===== config.mk =====
export PLATFORM = sky130hd
export DESIGN_NAME = reset_pin_and_clock_output
export DESIGN_NICKNAME = d
export VERILOG_FILES = /design/src/reset_pin_and_clock_output_pkg.sv /design/src/reset_pin_and_clock_output.sv
export VERILOG_INCLUDE_DIRS = /design/src
export SDC_FILE = /design/constraint.sdc
export NUM_CORES = 1
export LEC_CHECK = 0
export ABC_AREA = 0
export BUFFER_PORTS_ARGS = -buffer_cell sky130_fd_sc_hd__buf_2
export CELL_PAD_IN_SITES_DETAIL_PLACEMENT = 0
export CELL_PAD_IN_SITES_GLOBAL_PLACEMENT = 1
export CORE_UTILIZATION = 39
export DETAILED_ROUTE_END_ITERATION = 10
export PLACE_DENSITY_LB_ADDON = 0.1
export SLEW_MARGIN = 5
export SYNTH_ARGS = -nofsm -noshare
export SYNTH_HDL_FRONTEND = slang
export SYNTH_SLANG_ARGS = --single-unit

===== constraint.sdc =====
create_clock -name mclk -period 2.3 [get_ports mclk]
set_clock_uncertainty 0.1 [all_clocks]
set_input_delay 0.23 -clock mclk [delete_from_list [all_inputs] [get_ports mclk]]
set_output_delay 0.23 -clock mclk [all_outputs]
set_load 0.02 [all_outputs]

===== src/reset_pin_and_clock_output_params.svh =====
/*
  Constants for the reset pin and clock output block.
  Assumes inclusion by bare name from the design, the checker and the bench.
*/
`ifndef RESET_PIN_AND_CLOCK_OUTPUT_PARAMS_SVH
`define RESET_PIN_AND_CLOCK_OUTPUT_PARAMS_SVH
`define RST_VECTOR_ADDR 22'h3F_FFC0
`define WD_RESET_CYCLES 10'h200
`define CLOCK_OUT_DISABLE_BIT 3
`define RATIO_DIV1 2'h0
`define RATIO_DIV2 2'h1
`define RATIO_DIV4 2'h2
`define RATIO_RESET 2'h2
`endif


===== src/reset_pin_and_clock_output_pkg.sv =====
/*
  Types for the reset pin and clock output block.
  Assumes the constants header is on the include path.
*/
package reset_pin_and_clock_output_pkg;
  typedef enum logic [1:0] {ST_RUN, ST_WD_DRIVE, ST_PIN_HELD} rst_state_t;
  typedef struct packed {
    logic [1:0] ratio;
    logic clock_out_disable;
  } clk_cfg_t;
endpackage


===== src/reset_pin_and_clock_output.sv =====
/*
  Reset pin open-drain control, reset vector load, clock output divider, test mode select.
  Assumes mclk is the system clock, which also stands for the input clock.
*/
`timescale 1ns/10ps
`include "reset_pin_and_clock_output_params.svh"
`default_nettype none
module reset_pin_and_clock_output (
  input wire logic mclk,
  input wire logic rst_n,
  input wire logic clk_en,
  input wire reset_pin_and_clock_output_pkg::clk_cfg_t cfg_in,
  input wire logic cfg_write,
  input wire logic watchdog_reset,
  input wire logic device_reset_pin_n_in,
  output logic device_reset_pin_n_out,
  output logic device_reset_pin_n_oe,
  input wire logic test_reset,
  output logic ext_clock_out,
  output logic ext_clock_out_oe,
  output logic core_halt,
  output logic core_start,
  output logic [21:0] pc_load,
  output logic scan_mode
);
  logic [2:0] pin_sync_ff;
  logic pin_low_ff;
  logic [2:0] trst_sync_ff;
  logic scan_ff;
  reset_pin_and_clock_output_pkg::rst_state_t state_ff;
  reset_pin_and_clock_output_pkg::clk_cfg_t cfg_ff;
  logic [9:0] wd_cnt_ff;
  logic [1:0] div_cnt_ff;
  logic [1:0] act_ratio_ff;
  logic clk_ff;
  logic start_ff;
  logic [21:0] pc_ff;
  logic [1:0] nxt_div_cnt;

  // Pin synchroniser, filtered on agreement of stages two and three
  always_ff @(posedge mclk) begin
    if (!rst_n) begin
      pin_sync_ff <= 3'h7;
      pin_low_ff <= 1'b0;
    end else if (clk_en) begin
      pin_sync_ff <= {pin_sync_ff[1:0], device_reset_pin_n_in};
      if (pin_sync_ff[2] == pin_sync_ff[1]) begin
        pin_low_ff <= ~pin_sync_ff[2];
      end
    end
  end

  always_ff @(posedge mclk) begin
    if (!rst_n) begin
      trst_sync_ff <= 3'h0;
      scan_ff <= 1'b0;
    end else if (clk_en) begin
      trst_sync_ff <= {trst_sync_ff[1:0], test_reset};
      if (trst_sync_ff[2] == trst_sync_ff[1]) begin
        scan_ff <= trst_sync_ff[2];
      end
    end
  end

  // Reset sequencing
  always_ff @(posedge mclk) begin
    if (!rst_n) begin
      state_ff <= reset_pin_and_clock_output_pkg::ST_RUN;
      wd_cnt_ff <= 10'h000;
      start_ff <= 1'b0;
      pc_ff <= 22'h00_0000;
    end else if (clk_en) begin
      start_ff <= 1'b0;
      case (state_ff)
        reset_pin_and_clock_output_pkg::ST_RUN: begin
          if (watchdog_reset) begin
            state_ff <= reset_pin_and_clock_output_pkg::ST_WD_DRIVE;
            wd_cnt_ff <= `WD_RESET_CYCLES - 10'h001;
            pc_ff <= `RST_VECTOR_ADDR;
          end else if (pin_low_ff) begin
            state_ff <= reset_pin_and_clock_output_pkg::ST_PIN_HELD;
            pc_ff <= `RST_VECTOR_ADDR;
          end
        end
        reset_pin_and_clock_output_pkg::ST_WD_DRIVE: begin
          if (wd_cnt_ff == 10'h000) begin
            state_ff <= reset_pin_and_clock_output_pkg::ST_PIN_HELD;
          end else begin
            wd_cnt_ff <= wd_cnt_ff - 10'h001;
          end
        end
        reset_pin_and_clock_output_pkg::ST_PIN_HELD: begin
          if (!pin_low_ff) begin
            state_ff <= reset_pin_and_clock_output_pkg::ST_RUN;
            start_ff <= 1'b1;
          end
        end
        default: begin
          state_ff <= reset_pin_and_clock_output_pkg::ST_RUN;
        end
      endcase
    end
  end

  // Configuration store
  always_ff @(posedge mclk) begin
    if (!rst_n) begin
      cfg_ff.ratio <= `RATIO_RESET;
      cfg_ff.clock_out_disable <= 1'b0;
    end else if (clk_en && cfg_write) begin
      cfg_ff <= cfg_in;
    end
  end

  // Divider: ratio changes at the end of a full output period, or on every cycle in divide-by-one
  always_comb begin
    nxt_div_cnt = div_cnt_ff + 2'h1;
    if (act_ratio_ff == `RATIO_DIV1) begin
      nxt_div_cnt = 2'h0;
    end else if (act_ratio_ff == `RATIO_DIV2 && div_cnt_ff == 2'h1) begin
      nxt_div_cnt = 2'h0;
    end
  end

  always_ff @(posedge mclk) begin
    if (!rst_n) begin
      div_cnt_ff <= 2'h0;
      act_ratio_ff <= `RATIO_RESET;
      clk_ff <= 1'b0;
    end else if (clk_en) begin
      div_cnt_ff <= nxt_div_cnt;
      if (nxt_div_cnt == 2'h0) begin
        act_ratio_ff <= (cfg_ff.ratio == 2'h3) ? `RATIO_DIV4 : cfg_ff.ratio;
      end
      case (act_ratio_ff)
        `RATIO_DIV1: clk_ff <= ~clk_ff;
        `RATIO_DIV2: clk_ff <= (nxt_div_cnt == 2'h1);
        default: clk_ff <= nxt_div_cnt[1];
      endcase
    end
  end

  // Disable holds the pin low but still driven
  assign ext_clock_out = cfg_ff.clock_out_disable ? 1'b0 : clk_ff;
  assign ext_clock_out_oe = 1'b1;
  assign device_reset_pin_n_out = 1'b0;
  assign device_reset_pin_n_oe = (state_ff == reset_pin_and_clock_output_pkg::ST_WD_DRIVE);
  assign core_halt = (state_ff != reset_pin_and_clock_output_pkg::ST_RUN);
  assign core_start = start_ff;
  assign pc_load = pc_ff;
  assign scan_mode = scan_ff;
endmodule
`default_nettype wire


Word-level counts from Yosys, hierarchy flattened

Cells that the tools add are included.

Flip-flop bits (word level): 51
Bits of input ports: 10
Output and inout bits: 29
Word-level logic and storage cells: 62

Add/subtract/negate cells: 2
Eq/ne operators: 13
Multiplexer cells: 17
Bitwise logic cells: 2
Reduce and logical (&&, ||, !) cells: 15

Operators with widths:

| operator                                                             | number |
|---|---|
| 22-bit 2-to-1 mux                                                    | 2 |
| 10-bit 2-to-1 mux                                                    | 2 |
| 10-bit case mux with 2 select lines                                  | 1 |
| 2-bit 2-to-1 mux                                                     | 7 |
| 10-bit logical NOT                                                   | 1 |
| 10-bit by 1-bit subtractor with 10-bit output, second input constant | 1 |
| 2-bit by 1-bit == test with 1-bit output, second input constant      | 4 |
| 4-bit AND reduction                                                  | 2 |
| 2-bit logical NOT                                                    | 3 |
| 2-bit != test, second input constant                                 | 3 |
| 2-bit case mux with 3 select lines                                   | 1 |
| 2-bit AND reduction                                                  | 3 |
| 2-bit nonzero test                                                   | 3 |
| 2-bit == test, second input constant                                 | 2 |
| 1-bit 2-to-1 mux                                                     | 3 |
| 3-bit != test, second input constant                                 | 1 |
| 3-bit AND reduction                                                  | 1 |
| 2-bit by 1-bit adder with 2-bit output, second input constant        | 1 |
| 1-bit == test                                                        | 2 |
| 1-bit logical AND                                                    | 2 |
| 2-bit by 1-bit != test with 1-bit output, second input constant      | 1 |
| 1-bit inverter                                                       | 2 |
| 1-bit case mux with 2 select lines                                   | 1 |

Depth between registers and ports, before layout

Word-level depth: 6
Mapped depth: 6
Gate-level depth less buffers: 6

Worst setup path before layout

OpenSTA, ideal clock, no wires.

Path kind: reg2reg
Start: reg wd_cnt_ff[0]
End: reg state_ff[0]
Setup time: 0.115 ns
Arrival time: 1.566 ns
Required time: 2.085 ns
Slack: 0.520 ns
Stages on the path, launching flop included: 7
Buffers on the path: 0
Clock period less this slack: 1.780 ns
Cells stage by stage: dfxtp_1 inv_1 ha_1 or3b_4 o41ai_2 o21ai_0 and2_1

Word-level cells in the longest chain between the ends: 3

RTL lines:

| element                                            | RTL line                         | RTL |
|---|---|---|
| from (decl)                                        | reset_pin_and_clock_output.sv:32 | `logic [9:0] wd_cnt_ff;` |
| from (signal assigned)                             | reset_pin_and_clock_output.sv:78 | `` wd_cnt_ff <= `WD_RESET_CYCLES - 10'h001; `` |
| from (signal assigned)                             | reset_pin_and_clock_output.sv:89 | `wd_cnt_ff <= wd_cnt_ff - 10'h001;` |
| 10-bit logical NOT                                 | reset_pin_and_clock_output.sv:86 | `if (wd_cnt_ff == 10'h000) begin` |
| 2-bit by 1-bit != test with 1-bit output (no line) | -                                |  |
| 4-bit AND reduction (no line)                      | -                                |  |
| to (signal assigned)                               | reset_pin_and_clock_output.sv:87 | `state_ff <= reset_pin_and_clock_output_pkg::ST_PIN_HELD;` |
| to (signal assigned)                               | reset_pin_and_clock_output.sv:94 | `state_ff <= reset_pin_and_clock_output_pkg::ST_RUN;` |
| to (signal assigned)                               | reset_pin_and_clock_output.sv:99 | `state_ff <= reset_pin_and_clock_output_pkg::ST_RUN;` |
| to (decl)                                          | reset_pin_and_clock_output.sv:30 | `reset_pin_and_clock_output_pkg::rst_state_t state_ff;` |

No other way between the ends.
A chain may end at the register's enable or synchronous reset.

Final worst setup path

Ends and elaborated chain as after synthesis.

==> results <==
- The initialized floorplan defines 23 standard-cell rows.
- Leaving out filler cells and counting taps, the final layout contains between 200 and 300.
- Summed over all layers, the global routing overflow is 0.
- The largest individual stage delay along the critical path comes from the cell sky130_fd_sc_hd__or3b_4.
- The number of synthesis warnings is 0.
- The synthesized netlist cell count is about 210.
- The worst pin sits at a relative slew slack of 0.6612.
- Summing every instance area after synthesis gives ~1700 um^2.
- For this configuration, the core starts out at a cell density of 0.4209.
- TritonCTS built the clock tree.
- The via count of the first global-routing pass came to ~1300.
- VDD sags by at most roughly 0.00037 V.
- The final routed wire length divided by cell count is ~13 um.
- The first global-routing pass estimated about 5700 um of wire.
- The repair_antennas step left the layout with diodes totalling 0.
- The total clock buffers created by CTS is 5.
- The filler cells instantiated in the layout total between 400 and 500.
- Entering global routing, the biggest net connects 32 pins.
- The growth of design area from synthesis to finish is 6.958%.
- The area of the multi-input gates is just over 900 um^2.
- 39 I/O pins were placed.
- The critical path goes through inv_1, ha_1, or3b_4, o41ai_2, o21ai_0, and2_1.
- For this design the ratio of total power to cell area is around 750 nW/um^2.
- Hold is met by approximately 0.077 ns.
- For the worst setup path, the data arrival time is between 2 and 2.5 ns.
- In the routed design, unresolved DRC markers number 0.
- At the end of the flow the core is filled with cells to 0.4502.
- The number of failing hold endpoints at the final stage is 0.
- The distinct cell type count of the synthesized netlist is 46.
- The total routing usage reported by global routing is 0.1638.
- In this run the remaining antenna-violating nets after routing total 0.
- The number of buffer and inverter instances along the worst setup path is 1.
- The first detailed-routing pass took 4 iterations.
- Counting tap cells, the placed design contains a total of approximately 270 instances.
- The post-cts repair resize count is 0.
- Adding up every negative setup slack in the final design gives 0 ns.
- The largest total area in the synthesized netlist belongs to sky130_fd_sc_hd__dfxtp_1.
- The die is 68.88 um tall.
- For this run, the slowest stage of the critical path takes around 0.44 ns.
- The count of state elements after synthesis is 30.
- STA puts the critical path data required time at 2.37 ns.
- The global placer's final weighted congestion is 0.8402.
- The area enclosed by the die boundary is approximately 4700 um^2.
- The finished cells cover between 1500 and 2000 um^2.
- The share of the clock period used by the worst path is 0.8541.
- The longest clock path from root to sink contains 2 buffers.
- Summing all flip-flop and latch instances after layout gives 600.6 um^2.
- The worst setup path is launched from a flip-flop.
- The setup path with the least slack is of type flip-flop to flip-flop.
- The leakage component of the power is ~0.85 nW.
- The net count of the finished layout is 234.
- The clock tree synthesis step divided the H-tree into 2 levels.
- The number of antenna violations at the first check in global routing is 0.
- The routed wire length is between 3000 and 4000 um.
- The maximum clock frequency is approximately 510 MHz.
- In this run, synthesis inferred 0 flip-flops with an integrated enable.
- Across all layers, the routed design uses approximately 1400 vias.
- The final critical-path required period is just under 2 ns.
- The fraction of layout instances using a drive strength above 1 is 0.2027.
- Input and output buffers added on the ports amount to 30.
- The clock net in this run drives a total of 30 sinks.
- The post-CTS repair timing setup buffer count is 0.
- The top cell family by delay on the critical path is simple AND/OR/NAND/NOR gates.
- The clock reaches the later pin of the worst-skew pair after 0.27 ns.
- The quantity of hold-fixing buffers added after cts is 0.
- After legalization and detailed placement, the total HPWL measured 2491 um.
- The placeable core region is just over 4000 um^2.
- Setup repair after global routing left no endpoint under its margin.
- For this run, the register share of the synthesized area comes to 0.3443.
- The total count of max-transition violations in the final report is 0.
- Yosys attributes the largest share of cell area to sky130_fd_sc_hd__dfxtp_1 (34%), sky130_fd_sc_hd__buf_4 (9.9%), sky130_fd_sc_hd__nand3_1 (3.7%), sky130_fd_sc_hd__nor2b_1 (3.6%), sky130_fd_sc_hd__mux2i_1 (3.4%).
- The CTS clock-pin slew for the worst setup and hold paths is 0.06 ns.
- The type of the worst min-delay path is input pin to flip-flop.
- The slew at the pin closest to its max-slew limit is between 0.5 and 0.6 ns.
- For this block, the initial DRC count from the detailed router was 55.
- The run finished with clean final reports.
- In this run the worst path has a maximum fanout of 6.
- The via density per instance is ~5.2.
- The prevailing post-synth register cell is sky130_fd_sc_hd__dfxtp_1.
- The cell area after placement is ~1800 um^2.
- The die is slightly below 70 um wide.
- In this run the mean area of a mapped cell was just over 8 um^2.
- Across all register-to-register paths, the minimum setup slack is roughly 0.34 ns.
- The async set or reset register ratio after synthesis is 0.
- Max-cap violations in this run came to 0.
- Setup violations remaining at the end of the flow were counted as 0.
- Of the post-synthesis cell area, the dominant cell type holds 0.3443.
- The master cell of the clock root buffer is sky130_fd_sc_hd__clkbuf_8.
- The endpoint kind of the worst setup timing path is a flip-flop.
[final timing paths]
path | endpoint | cells after the start | from
max | state_ff[0]$_SDFFE_PN0P_ | 6 | wd_cnt_ff[0]$_SDFFE_PN0P_
min | pin_sync_ff[0]$_SDFFE_PN1P_ | 3 | device_reset_pin_n_in
max reg2reg | state_ff[0]$_SDFFE_PN0P_ | 6 | wd_cnt_ff[0]$_SDFFE_PN0P_
min reg2reg | pin_sync_ff[2]$_SDFFE_PN1P_ | 2 | pin_sync_ff[2]$_SDFFE_PN1P_
[metrics by stage]
stage | setup WS (ns) | total power, mW
finish | 0.3355 | 1.398
floorplan | 0.5196 | 0.9529
detailed placement | 0.3487 | 1.004
global route | 0.2302 | 1.493
CTS | 0.3419 | 1.409
global placement | 0.4363 | 0.9969
[registers in the layout, indices dropped and copies added, names as in the netlist]
name          flops
core_start        1
cfg_ff            3
scan_mode         1
trst_sync_ff      3
act_ratio_ff      2
state_ff          2
pin_sync_ff       3
div_cnt_ff        2
pin_low_ff        1
wd_cnt_ff        10
clk_ff            1
pc_load           1
[cells in the mapped netlist (all sizes together) (2+ instances only)]
cell type,instances
dfxtp,30
buf,25
nand2,15
nand3,13
nor2,12
nor2b,10
o21ai,9
a21oi,8
clkbuf,8
inv,8
a21boi,6
mux2i,6
nor3,6
and2,5
o31a,4
a31oi,3
nand2b,3
nand3b,3
o211a,3
or2,3
a21o,2
a22oi,2
and4,2
conb,2
nand4,2
nor4,2
nor4b,2
o211ai,2
o31ai,2
or3,2
or3b,2
[cell families after synthesis]
group,after synthesis,synth area share
AOI/OAI and AO/OA,45,0.1815
xor gates and xnor gates,1,0.005022
adders and majority gates,1,0.007172
buffers and inverters,41,0.1384
DFF,30,0.3443
muxes,6,0.03443
other,2,0.004306
and+or+nand+nor,85,0.2848
[cells in the final DEF, fill, tap and decap left out, drive strengths merged, types with 4 or more instances in the layout]
master	Yosys	final
a21oi	8	8
clkbuf	8	6
and2	5	5
nand3	13	13
inv	8	8
dfxtp	30	30
nand2	15	15
nor3	6	6
o21ai	9	9
o31a	4	4
nor2b	10	10
mux2i	6	6
conb	2	8
buf	25	32
nor2	12	12
a21boi	6	6
[area by class of cell]
| class | count | area share |
|---|---|---|
| tap | 50 | 0.03353 |
| clock buffer | 6 | 0.04427 |
| inverter | 8 | 0.01610 |
| multi-input combinational | 146 | 0.4956 |
| timing repair buffer | 32 | 0.08853 |
| sequential | 30 | 0.3219 |
[power by group]
group          switching, mW  total, mW  internal, mW  leakage (nW)
logic                  0.214      0.368         0.154         0.557
clock network          0.174      0.404         0.230        0.0431
registers             0.0611      0.626         0.565         0.246
[tightest hold or removal path, cell delays in order]
cell and delay, ns:
sky130_fd_sc_hd__buf_2 0.07, sky130_fd_sc_hd__mux2i_1 0.06, sky130_fd_sc_hd__nand2_1 0.05
[layer usage]
layer  vias up  wire (um)  track usage
met3         4        173      0.03947
met1       637       1762       0.2116
met2        37       1519       0.2561
li1        732          -            -
met4         0         34      0.07398
met5         -          0            0
No activity file was read; power rests on OpenSTA's default activity.
